`config.mk`:
```
export PLATFORM = sky130hd
export DESIGN_NAME = lsl_lane_ctrl
export DESIGN_NICKNAME = d
export VERILOG_FILES = /design/src/hw/lsl_lane_ctrl.v /design/src/hw/lsl_lane_store.v /design/src/hw/lsl_sync2.v
export VERILOG_INCLUDE_DIRS = /design/src /design/src/hw
export SDC_FILE = /design/constraint.sdc
export NUM_CORES = 1
export LEC_CHECK = 0
export BUFFER_PORTS_ARGS = -buffer_cell sky130_fd_sc_hd__buf_2
export CAP_MARGIN = 20
export CORE_UTILIZATION = 54
export DETAILED_ROUTE_END_ITERATION = 8
export GPL_ROUTABILITY_DRIVEN = 0
export PLACE_DENSITY_LB_ADDON = 0.1
export SYNTH_ARGS = -nofsm -noshare
export SYNTH_HDL_FRONTEND = slang
export SYNTH_HIERARCHICAL = 1
export SYNTH_SLANG_ARGS = --single-unit
```
`constraint.sdc`:
```
create_clock -name i_sys_clk -period 2.4 [get_ports i_sys_clk]
set_clock_uncertainty 0.05 [all_clocks]
set_input_delay 0.72 -clock i_sys_clk [delete_from_list [all_inputs] [get_ports i_sys_clk]]
set_output_delay 0.72 -clock i_sys_clk [all_outputs]
set_load 0.05 [all_outputs]
```
`src/hw/lsl_map.vh`:
```
// lsl_map.vh: offsets, field positions, reset values for the lane control register
// assumes: included by the lane control design files only
`ifndef LSL_MAP_VH
`define LSL_MAP_VH
`define LSL_ADDR_W 5
`define LSL_OFF_DRIVE_RATE 5'h07
`define LSL_OFF_LANE_SEL 5'h10
`define LSL_OFF_GLOBAL 5'h11
`define LSL_OFF_STATUS 5'h12
`define LSL_RST_DRIVE_RATE 16'hDC04
`define LSL_RST_LANE_SEL 4'h1
`define LSL_RST_GLOBAL 3'h0
`define LSL_BIT_RSVD_HI 15
`define LSL_AMP_HI 14
`define LSL_AMP_LO 12
`define LSL_BIT_LOS 11
`define LSL_BIT_IN_EN 10
`define LSL_IRATE_HI 9
`define LSL_IRATE_LO 8
`define LSL_DE_HI 7
`define LSL_DE_LO 4
`define LSL_BIT_RSVD_LO 3
`define LSL_BIT_OUT_EN 2
`define LSL_ORATE_HI 1
`define LSL_ORATE_LO 0
`define LSL_GBIT_PD 0
`define LSL_GBIT_2TO1 1
`define LSL_GBIT_1TO2 2
`endif

```
`src/hw/lsl_lane_ctrl.v`:
```
// lsl_lane_ctrl.v: low-speed lane drive and rate register bank, four lanes
// assumes: single-cycle strobes, read data one cycle later, power-down pin asynchronous
// What this block does
// RQ1: register at 0x07, resets to 0xDC04
// RQ2: bit 15 reserved read/write, resets one
// RQ3: bits 14:12 output amplitude, default 101
// RQ4: bit 11 enables loss-of-signal detection
// RQ5: bit 10 enables input lane, default one
// RQ6: power-down pin or global bit forces inputs off
// RQ7: two-to-one mode forces input lanes 3,2 off
// RQ8: bits 9:8 input lane rate code
// RQ9: bits 7:4 output de-emphasis code, default 0
// RQ10: bit 3 reserved read/write, resets zero
// RQ11: bit 2 enables output lane, default one
// RQ12: power-down pin or global bit forces outputs off
// RQ13: one-to-two mode forces output lanes 3,2 off
// RQ14: bits 1:0 output lane rate code
// RQ15: reads return the OR of the settings of every selected lane
// RQ16: writes update every selected lane
`timescale 1ns/10ps
`include "lsl_map.vh"
module lsl_lane_ctrl #(
   parameter LANES = 4,
   parameter W = 16
) (
   // clock and reset
   input wire i_sys_clk,
   input wire i_nrst,
   // register port
   input wire [`LSL_ADDR_W-1:0] i_addr,
   input wire [W-1:0] i_wdata,
   input wire i_wr,
   input wire i_rd,
   output wire [W-1:0] o_rdata,
   // pin
   input wire i_channel_power_down_n,
   // per-lane controls
   output wire [LANES*3-1:0] o_output_amplitude_code,
   output wire [LANES-1:0] o_signal_loss_detect_enable,
   output wire [LANES-1:0] o_input_lane_on,
   output wire [LANES*2-1:0] o_input_lane_rate_code,
   output wire [LANES*4-1:0] o_output_deemphasis_code,
   output wire [LANES-1:0] o_output_lane_on,
   output wire [LANES*2-1:0] o_output_lane_rate_code
);
   // register state
   reg [LANES-1:0] lane_sel_q;
   reg [LANES-1:0] lane_sel_d;
   reg [2:0] global_q;
   reg [2:0] global_d;
   reg [W-1:0] rdata_q;
   reg [W-1:0] rdata_d;

   // address decode
   wire hit_drive_rate;
   wire hit_lane_sel;
   wire hit_global;
   wire hit_status;
   wire wr_drive_rate;
   wire wr_lane_sel;
   wire wr_global;

   // power-down and lane modes
   wire pd_n_s;
   wire pin_pd;
   wire glob_pd;
   wire mode_2to1;
   wire mode_1to2;
   wire force_off;

   // per-lane collections
   wire [LANES*W-1:0] words;
   wire [(LANES+1)*W-1:0] sel_or;
   wire [LANES-1:0] in_on;
   wire [LANES-1:0] out_on;

   // read-back words
   wire [W-1:0] rd_drive_rate;
   wire [W-1:0] rd_lane_sel;
   wire [W-1:0] rd_global;
   wire [W-1:0] rd_status;

   assign hit_drive_rate = (i_addr == `LSL_OFF_DRIVE_RATE);
   assign hit_lane_sel = (i_addr == `LSL_OFF_LANE_SEL);
   assign hit_global = (i_addr == `LSL_OFF_GLOBAL);
   assign hit_status = (i_addr == `LSL_OFF_STATUS);
   assign wr_drive_rate = i_wr & hit_drive_rate;
   assign wr_lane_sel = i_wr & hit_lane_sel;
   assign wr_global = i_wr & hit_global;

   // pin level resynchronised before it gates any lane
   lsl_sync2 #(.RST_VAL(1'b1)) u_pd_sync (
      .i_sys_clk(i_sys_clk),
      .i_nrst(i_nrst),
      .i_d(i_channel_power_down_n),
      .o_q(pd_n_s)
   );

   assign pin_pd = ~pd_n_s;
   assign glob_pd = global_q[`LSL_GBIT_PD];
   assign mode_2to1 = global_q[`LSL_GBIT_2TO1];
   assign mode_1to2 = global_q[`LSL_GBIT_1TO2];

   // RQ6 RQ12 power-down override
   assign force_off = pin_pd | glob_pd;

   // lane select: written only at its own offset
   always @* begin
      lane_sel_d = lane_sel_q;
      if (wr_lane_sel) begin
         lane_sel_d = i_wdata[LANES-1:0];
      end
   end

   always @(posedge i_sys_clk or negedge i_nrst) begin
      if (!i_nrst) begin
         lane_sel_q <= `LSL_RST_LANE_SEL;
      end else begin
         lane_sel_q <= lane_sel_d;
      end
   end

   // global word: power-down and lane modes
   always @* begin
      global_d = global_q;
      if (wr_global) begin
         global_d = i_wdata[2:0];
      end
   end

   always @(posedge i_sys_clk or negedge i_nrst) begin
      if (!i_nrst) begin
         global_q <= `LSL_RST_GLOBAL;
      end else begin
         global_q <= global_d;
      end
   end

   // the read word is built up lane by lane from an all-zero seed
   assign sel_or[W-1:0] = {W{1'b0}};

   genvar g;
   generate
      for (g = 0; g < LANES; g = g + 1) begin : g_lane
         wire [W-1:0] w;
         wire lane_wr;
         wire [2:0] amp;
         wire los;
         wire [1:0] irate;
         wire [3:0] de;
         wire [1:0] orate;
         wire hi_lane;
         wire in_en;
         wire out_en;
         wire in_block;
         wire out_block;
         reg in_on_q;
         reg out_on_q;

         // RQ1 RQ16 selected lanes written
         assign lane_wr = wr_drive_rate & lane_sel_q[g];
         lsl_lane_store #(.W(W)) u_store (
            .i_sys_clk(i_sys_clk),
            .i_nrst(i_nrst),
            .i_wr(lane_wr),
            .i_wdata(i_wdata),
            .o_word(w)
         );
         assign words[g*W +: W] = w;

         // RQ3 RQ9 drive codes
         assign amp = w[`LSL_AMP_HI:`LSL_AMP_LO];
         assign de = w[`LSL_DE_HI:`LSL_DE_LO];
         assign o_output_amplitude_code[g*3 +: 3] = amp;
         assign o_output_deemphasis_code[g*4 +: 4] = de;

         // RQ4 loss detect enable
         assign los = w[`LSL_BIT_LOS];
         assign o_signal_loss_detect_enable[g] = los;

         // RQ8 RQ14 rate codes
         assign irate = w[`LSL_IRATE_HI:`LSL_IRATE_LO];
         assign orate = w[`LSL_ORATE_HI:`LSL_ORATE_LO];
         assign o_input_lane_rate_code[g*2 +: 2] = irate;
         assign o_output_lane_rate_code[g*2 +: 2] = orate;

         // RQ5 RQ11 stored enables
         assign in_en = w[`LSL_BIT_IN_EN];
         assign out_en = w[`LSL_BIT_OUT_EN];

         // lanes 3 and 2 are the pair dropped in the narrow modes
         assign hi_lane = (g >= 2) ? 1'b1 : 1'b0;
         // RQ7 RQ13 narrow-mode lane drop
         assign in_block = force_off | (mode_2to1 & hi_lane);
         assign out_block = force_off | (mode_1to2 & hi_lane);

         // effective input enable, one register stage after its cause
         always @(posedge i_sys_clk or negedge i_nrst) begin
            if (!i_nrst) begin
               in_on_q <= 1'b0;
            end else begin
               in_on_q <= in_en & ~in_block;
            end
         end

         // effective output enable, one register stage after its cause
         always @(posedge i_sys_clk or negedge i_nrst) begin
            if (!i_nrst) begin
               out_on_q <= 1'b0;
            end else begin
               out_on_q <= out_en & ~out_block;
            end
         end
         assign in_on[g] = in_on_q;
         assign out_on[g] = out_on_q;

         // RQ15 selected lane joins the read word
         assign sel_or[(g+1)*W +: W] = sel_or[g*W +: W] | (lane_sel_q[g] ? w : {W{1'b0}});
      end
   endgenerate

   assign o_input_lane_on = in_on;
   assign o_output_lane_on = out_on;

   // RQ2 RQ10 reserved bits read back as stored
   assign rd_drive_rate = sel_or[LANES*W +: W];
   assign rd_lane_sel = {{(W-LANES){1'b0}}, lane_sel_q};
   assign rd_global = {{(W-3){1'b0}}, global_q};
   assign rd_status = {{(W-2*LANES-1){1'b0}}, pin_pd, out_on, in_on};

   // RQ15 read mux, unmapped offsets read zero
   always @* begin
      rdata_d = {W{1'b0}};
      if (hit_drive_rate) begin
         rdata_d = rd_drive_rate;
      end else if (hit_lane_sel) begin
         rdata_d = rd_lane_sel;
      end else if (hit_global) begin
         rdata_d = rd_global;
      end else if (hit_status) begin
         rdata_d = rd_status;
      end
   end

   // read data stand for one cycle only, zero otherwise
   always @(posedge i_sys_clk or negedge i_nrst) begin
      if (!i_nrst) begin
         rdata_q <= {W{1'b0}};
      end else if (i_rd) begin
         rdata_q <= rdata_d;
      end else begin
         rdata_q <= {W{1'b0}};
      end
   end
   assign o_rdata = rdata_q;
endmodule // lsl_lane_ctrl

```
`src/hw/lsl_lane_store.v`:
```
// lsl_lane_store.v: one lane's 16-bit settings word, written when selected
// assumes: clock and reset shared with the register bank
`timescale 1ns/10ps
`include "lsl_map.vh"
module lsl_lane_store #(
   parameter W = 16
) (
   // clock and reset
   input wire i_sys_clk,
   input wire i_nrst,
   // write port
   input wire i_wr,
   input wire [W-1:0] i_wdata,
   // stored word
   output wire [W-1:0] o_word
);
   reg [W-1:0] word_q;
   always @(posedge i_sys_clk or negedge i_nrst) begin
      if (!i_nrst) begin
         word_q <= `LSL_RST_DRIVE_RATE;
      end else if (i_wr) begin
         word_q <= i_wdata;
      end
   end
   assign o_word = word_q;
endmodule // lsl_lane_store

```
`src/hw/lsl_sync2.v`:
```
// lsl_sync2.v: two flip-flop synchroniser for a pin level
// assumes: input is asynchronous to i_sys_clk
`timescale 1ns/10ps
module lsl_sync2 #(
   parameter RST_VAL = 1'b1
) (
   // clock and reset
   input wire i_sys_clk,
   input wire i_nrst,
   // level in and out
   input wire i_d,
   output wire o_q
);
   reg s1_q;
   reg s2_q;
   always @(posedge i_sys_clk or negedge i_nrst) begin
      if (!i_nrst) begin
         s1_q <= RST_VAL;
         s2_q <= RST_VAL;
      end else begin
         s1_q <= i_d;
         s2_q <= s1_q;
      end
   end
   assign o_q = s2_q;
endmodule // lsl_sync2

```
# After elaboration in Yosys (flattened, before gate mapping)
# Index checks and enable logic that the tools add are counted.
[classes]
shift = 0
n_eq_ne = 4
div_mod_pow = 0
n_lt_le_gt_ge = 0
n_mux = 9
n_mul = 0
bitwise_logic = 25
reduce_logical = 0
add_sub_neg = 0
[ops]
columns = ["operator", "count"]
rows = [
  ["2-to-1 mux 16 bit", 8],
  ["bitwise OR 16 bit", 3],
  ["bitwise AND 1 bit", 15],
  ["equality test 5 bit, second input constant", 3],
  ["2-to-1 mux 9 bit", 1],
  ["equality test 5 x 3 -> 1 bit, second input constant", 1],
  ["inverter 1 bit", 4],
  ["bitwise OR 1 bit", 3],
]
[totals]
mem_bits_ro = 0
ff_bits = 97
latchBits = 0
ram_bits = 0
in_bits = 26
word_cells = 55
output_inout_bits = 72
memories = 0

# Depth between registers and ports, before layout
[depth]
word_depth = 6
depth_mapped = 7
mapped_depth_nobuf = 4

# Cells and area by module
# The synthesis kept the hierarchy.
[modules_own_cells]
columns = ["module", "instances", "seq_area_each_um2", "cells_each", "area_per_inst_um2"]
rows = [
  ["lsl_lane_store", 4, 407.9, 34, 656.9],
  ["lsl_lane_ctrl", 1, 777.0, 160, 1699.1],
  ["lsl_sync2", 1, 52.6, 2, 52.6],
]

# Worst setup path before layout
# OpenSTA, ideal clock, no wires.
[synth_path]
kind = "input to register"
start = "input port i_addr[1]"
end = "register g_lane[2].u_store.word_q[4]"
t_arrival_ps = 2133
n_path_buf = 3
setup_ps = 125
cell_stages = 7
t_required_ps = 2225
slack_ps = 92
cell_sequence = "buf_2 > nand4b_1 > nor2_1 > and3_1 > buf_6 > buf_12 > mux2_4"
[synth_via]
elab_chain_len = 3
[synth_lines]
columns = ["item", "line_no", "text"]
rows = [
  ["start, declared", "lsl_lane_ctrl.v:30", "input wire [`LSL_ADDR_W-1:0] i_addr,"],
  ["equality test 5 x 3 -> 1 bit (no line)", "--", ""],
  ["bitwise AND 1 bit", "lsl_lane_ctrl.v:87", "assign wr_drive_rate = i_wr & hit_drive_rate;"],
  ["bitwise AND 1 bit", "lsl_lane_ctrl.v:161", "assign lane_wr = wr_drive_rate & lane_sel_q[g];"],
  ["named net g_lane[2].lane_wr", "lsl_lane_ctrl.v:146", "wire lane_wr;"],
  ["end signal, assigned", "lsl_lane_store.v:20", "word_q <= `LSL_RST_DRIVE_RATE;"],
  ["end signal, assigned", "lsl_lane_store.v:22", "word_q <= i_wdata;"],
  ["end, declared", "lsl_lane_store.v:17", "reg [W-1:0] word_q;"],
]
# The timed path passes the listed nets, and every way through them passes these cells.
# A chain may end at the register's enable or synchronous reset.

# Final worst setup path
[layout_path]
start = "input port i_addr[3]"
end = "register g_lane[0].u_store.word_q[3]"
[layout_via]
elab_chain_len = 3
[layout_lines]
columns = ["item", "line_no"]
rows = [
  ["equality test 5 x 3 -> 1 bit (no line)", "--"],
  ["bitwise AND 1 bit", "lsl_lane_ctrl.v:87"],
  ["bitwise AND 1 bit", "lsl_lane_ctrl.v:161"],
  ["named net g_lane[0].lane_wr", "lsl_lane_ctrl.v:146"],
  ["end signal, assigned", "lsl_lane_store.v:20"],
  ["end signal, assigned", "lsl_lane_store.v:22"],
  ["end, declared", "lsl_lane_store.v:17"],
]
# The timed path passes the listed nets, and every way through them passes these cells.

==> out/results.txt <==
The flow ran to the end, and the final reports show no timing, DRC or antenna violations. The worst setup path is of the input pin to flip-flop kind. The overall power is 3.68 mW. Synthesis inferred 97 register bits. The timing-limited maximum frequency is 499 MHz.

The first global-routing pass estimated 16100 um of wire. At the end of the flow, the number of nets in the layout was 424. The tools report the insertion delay to the later sink of the worst-skew pair as 0.36 ns. The detailed-route wire length was 10100 um; the number of clock sinks seen by CTS was 97.

For this run, the number of Yosys warnings is 6. For the synthesized cell area, the log shows 4380 um2. Once the floorplan was initialized, standard cells occupied 56.4% of the core. Buffers added to address setup during post-CTS repair amount to 0. The tree is rooted in a sky130_fd_sc_hd__clkbuf_8. Number of clock buffers inserted by TritonCTS: 9.

Cells fill 66.3% of the core in the end. For this run, asynchronously set or reset flops after synthesis account for 100%. After detailed routing, the number of vias per cell comes to 5.76. No sink is reached through more buffers than the 2 on the longest clock path. The hold violation total from the final report came out at 0.

The number of I/O pins was 98; the total die area was 8470 um2. The average instance area after synthesis is 14.7 um2, and the footprint of the multi-input gates is 1670 um2. The run gives 7770 um2 as the placeable core area. The number of enable flip-flop cells after synthesis came out at 0. The path class of the tightest hold or removal check is input pin to async pin. The repair_antennas step left the layout with diodes totalling 0. The count of instances resized after the clock tree is built was 0.

Worst max-slew margin expressed relative to the limit: 64.6%. The share of the clock period used by the worst path after layout came out at 83.4%. In the global route stage, met1 resource usage came out at 35.9%.

The layout has 615 filler cells. The number of hold buffers added after CTS was 0. The startpoint identified for the worst register-to-register timing path is lane_sel_q[0]. The H-tree was split into 3 levels. In the layout the commonest cells are 96 x sky130_fd_sc_hd__buf_2, 70 x sky130_fd_sc_hd__dfrtp_1, 40 x sky130_fd_sc_hd__mux2_4, 32 x sky130_fd_sc_hd__a22oi_1, 31 x sky130_fd_sc_hd__mux2_2. STA puts the critical path data arrival time at 2.19 ns.

The logs give 0 for the max-cap check violation count and 25.2% for the global-route usage over all layers. For the worst flop-to-flop path, the logic depth is 3. The die span in y was 92.1 um. Global routing finished with a remaining overflow of 0.

For the pin with the worst max-slew slack, the measured transition is 0.531 ns. The met2 routing resource usage after global routing is 37.9%, and the portion of the post-synthesis area used by sequential elements is 56.2%. The highest net fanout along the worst path was 9.

Entering global routing, the biggest net connects 41 pins. In the synthesized netlist, the number of instances is 298. Leaving out fill and tap cells, the most frequent cell in the layout is sky130_fd_sc_hd__buf_2. Summed over all cells, the static leakage comes to 2.55 nW.

For the initial detailed-routing violation count, the log shows 157. Most utilized layer in the global route result: met2. In the final routed layout, each cell accounts on average for 20.0 um. The worst register-to-register path has a setup slack of 0.69 ns.

The count of TritonRoute iterations in the first routing pass came out at 4. For met3 alone, demand over resource in global routing was 4.81%. Number of global-route vias before repair: 2901. The endpoint identified for the worst register-to-register timing path is g_lane[0].u_store/o_word[3].

The run gives 32 as the number of distinct library cells after synthesis. Total via count in the routed design: 2911. The clock input transition at the sequential cells of the worst setup and hold paths works out to 0.09 ns. The floorplan step set the die width to 92.1 um. Counting every net in the synthesized netlist gives 324. Power spread over the standard cell area amounts to 715 nW/um2. Setup total negative slack on the finished layout was measured at 0 ns. The worst setup path is captured at a flip-flop. The tools report the DRC violations left as 0. The HPWL after detailed placement is 6930 um. The run gives 0 as the remaining antenna violation count. From synthesis to final layout, the design area changed by 17.6%.

In this run the core area contains 32 standard-cell rows. TritonCTS built the clock tree. For the total count of max-transition violations in the final report, the log shows 0. The sequential cells in the finished layout cover a total of 2460 um2.

For the initial antenna violation count, the log shows 0. The data required time at the worst endpoint was 2.59 ns; the number of failing setup endpoints in the final timing report was 0. STA classifies the critical path startpoint as an input pin.

The minimum period implied by the final worst setup slack came out at 2.00 ns. Setup repair after global routing left no endpoint under its margin. IR analysis of the VDD net gives a maximum drop of 0.374 mV. In the final layout, the share of cells above drive strength 1 is 57.8%. Primary flip-flop cell chosen by synthesis mapping: sky130_fd_sc_hd__dfrtp_1. Port buffering added 97 buffers.
-- how the worst max path moves through the flow --
stage                            startpoint  slack, ns  depth (start not counted)                      endpoint
3_3_place_gp                      i_addr[3]       0.15                          6   g_lane[3].u_store/o_word[8]
4_1_cts        g_lane[2].u_store/o_word[12]       0.43                          1    o_output_amplitude_code[6]
5_1_grt                           i_addr[3]       0.34                          6   g_lane[3].u_store/o_word[5]
3_5_place_dp                      i_addr[3]       0.08                          6  g_lane[0].u_store/o_word[13]
6_report                          i_addr[3]       0.40                          6   g_lane[0].u_store/o_word[3]
2_1_floorplan                     i_addr[1]       0.09                          7   g_lane[2].u_store/o_word[4]
-- synthesized netlist by cell type (2+ instances only) --
library cell | number | area share (%)
sky130_fd_sc_hd__and2_1 | 4 | 0.57
sky130_fd_sc_hd__a21oi_1 | 7 | 0.80
sky130_fd_sc_hd__dfstp_2 | 27 | 16
sky130_fd_sc_hd__buf_4 | 9 | 1.5
sky130_fd_sc_hd__mux2i_1 | 4 | 0.91
sky130_fd_sc_hd__buf_12 | 4 | 1.8
sky130_fd_sc_hd__dfrtp_1 | 70 | 40
sky130_fd_sc_hd__and3_1 | 8 | 1.1
sky130_fd_sc_hd__a211oi_1 | 6 | 1.0
sky130_fd_sc_hd__o311a_1 | 3 | 0.69
sky130_fd_sc_hd__nor3_1 | 4 | 0.46
sky130_fd_sc_hd__nor2_1 | 5 | 0.43
sky130_fd_sc_hd__clkbuf_1 | 5 | 0.43
sky130_fd_sc_hd__mux2_4 | 40 | 14
sky130_fd_sc_hd__o21a_1 | 6 | 1.0
sky130_fd_sc_hd__nand3_1 | 2 | 0.23
sky130_fd_sc_hd__nand4_1 | 3 | 0.43
sky130_fd_sc_hd__a22oi_1 | 32 | 5.5
sky130_fd_sc_hd__nand2_1 | 4 | 0.34
sky130_fd_sc_hd__buf_2 | 6 | 0.69
sky130_fd_sc_hd__mux2_2 | 31 | 8.0
sky130_fd_sc_hd__nor3b_1 | 4 | 0.69
sky130_fd_sc_hd__buf_6 | 4 | 1.0
sky130_fd_sc_hd__inv_1 | 2 | 0.17
-- where the power goes --
group	leakage [nW]	internal (mW)	switching, mW
Clock	0.0888	0.512	0.553
Sequential	1.24	1.78	0.124
Combinational	1.22	0.239	0.477
Total	2.55	2.53	1.15
-- flip-flops by register name, summed over array words and instances, names as in the netlist --
signal / flops
g_lane.u_store/o_word: 64
o_rdata: 16
g_lane.in_on_q: 4
g_lane.out_on_q: 4
lane_sel_q: 4
global_q: 3
u_pd_sync/o_q: 1
u_pd_sync/s1_q: 1
-- area by class of cell --
| cell class | count | area share [%] |
|---|---|---|
| inverter | 2 | 0.146 |
| clock buffer | 12 | 2.82 |
| clock inverter | 4 | 1.02 |
| timing repair buffer | 117 | 13.4 |
| multi-input combinational | 171 | 32.4 |
| sequential | 97 | 47.8 |
| tap | 102 | 2.48 |
-- cells by family after synthesis --
| kind of cell | count (synthesis) | share of synthesized area [%] |
|---|---|---|
| muxes | 75 | 22.6 |
| and+or+nand+nor | 42 | 6.49 |
| AOI/OAI and AO/OA | 54 | 9.03 |
| DFF | 97 | 56.2 |
| buffers and inverters | 30 | 5.69 |
-- metrics by stage --
stage / hold slack, ns / cell area, um2 / std cells / setup WS (ns)
global route: 0.304 / 5150 / 505 / 0.345
global placement: 0.297 / 4950 / 489 / 0.147
finish: 0.286 / 5150 / 505 / 0.398
CTS: 0.302 / 5150 / 505 / 0.427
floorplan: 0.295 / 4380 / 298 / 0.0921
detailed placement: 0.297 / 4950 / 489 / 0.0821
-- worst max-delay path, cell delays in order --
cell                       delay, ns
sky130_fd_sc_hd__buf_2          0.14
sky130_fd_sc_hd__nand4b_1       0.22
sky130_fd_sc_hd__nor2_1         0.26
sky130_fd_sc_hd__and3_1         0.33
sky130_fd_sc_hd__buf_12         0.18
sky130_fd_sc_hd__mux2_2         0.33
-- metal layers --
metal,wire [um],vias to the layer above
li1,-,1288
met1,4720,1500
met2,4660,111
met3,539,12
met4,174,0
met5,0,-
(Power assumes the default switching activity.)
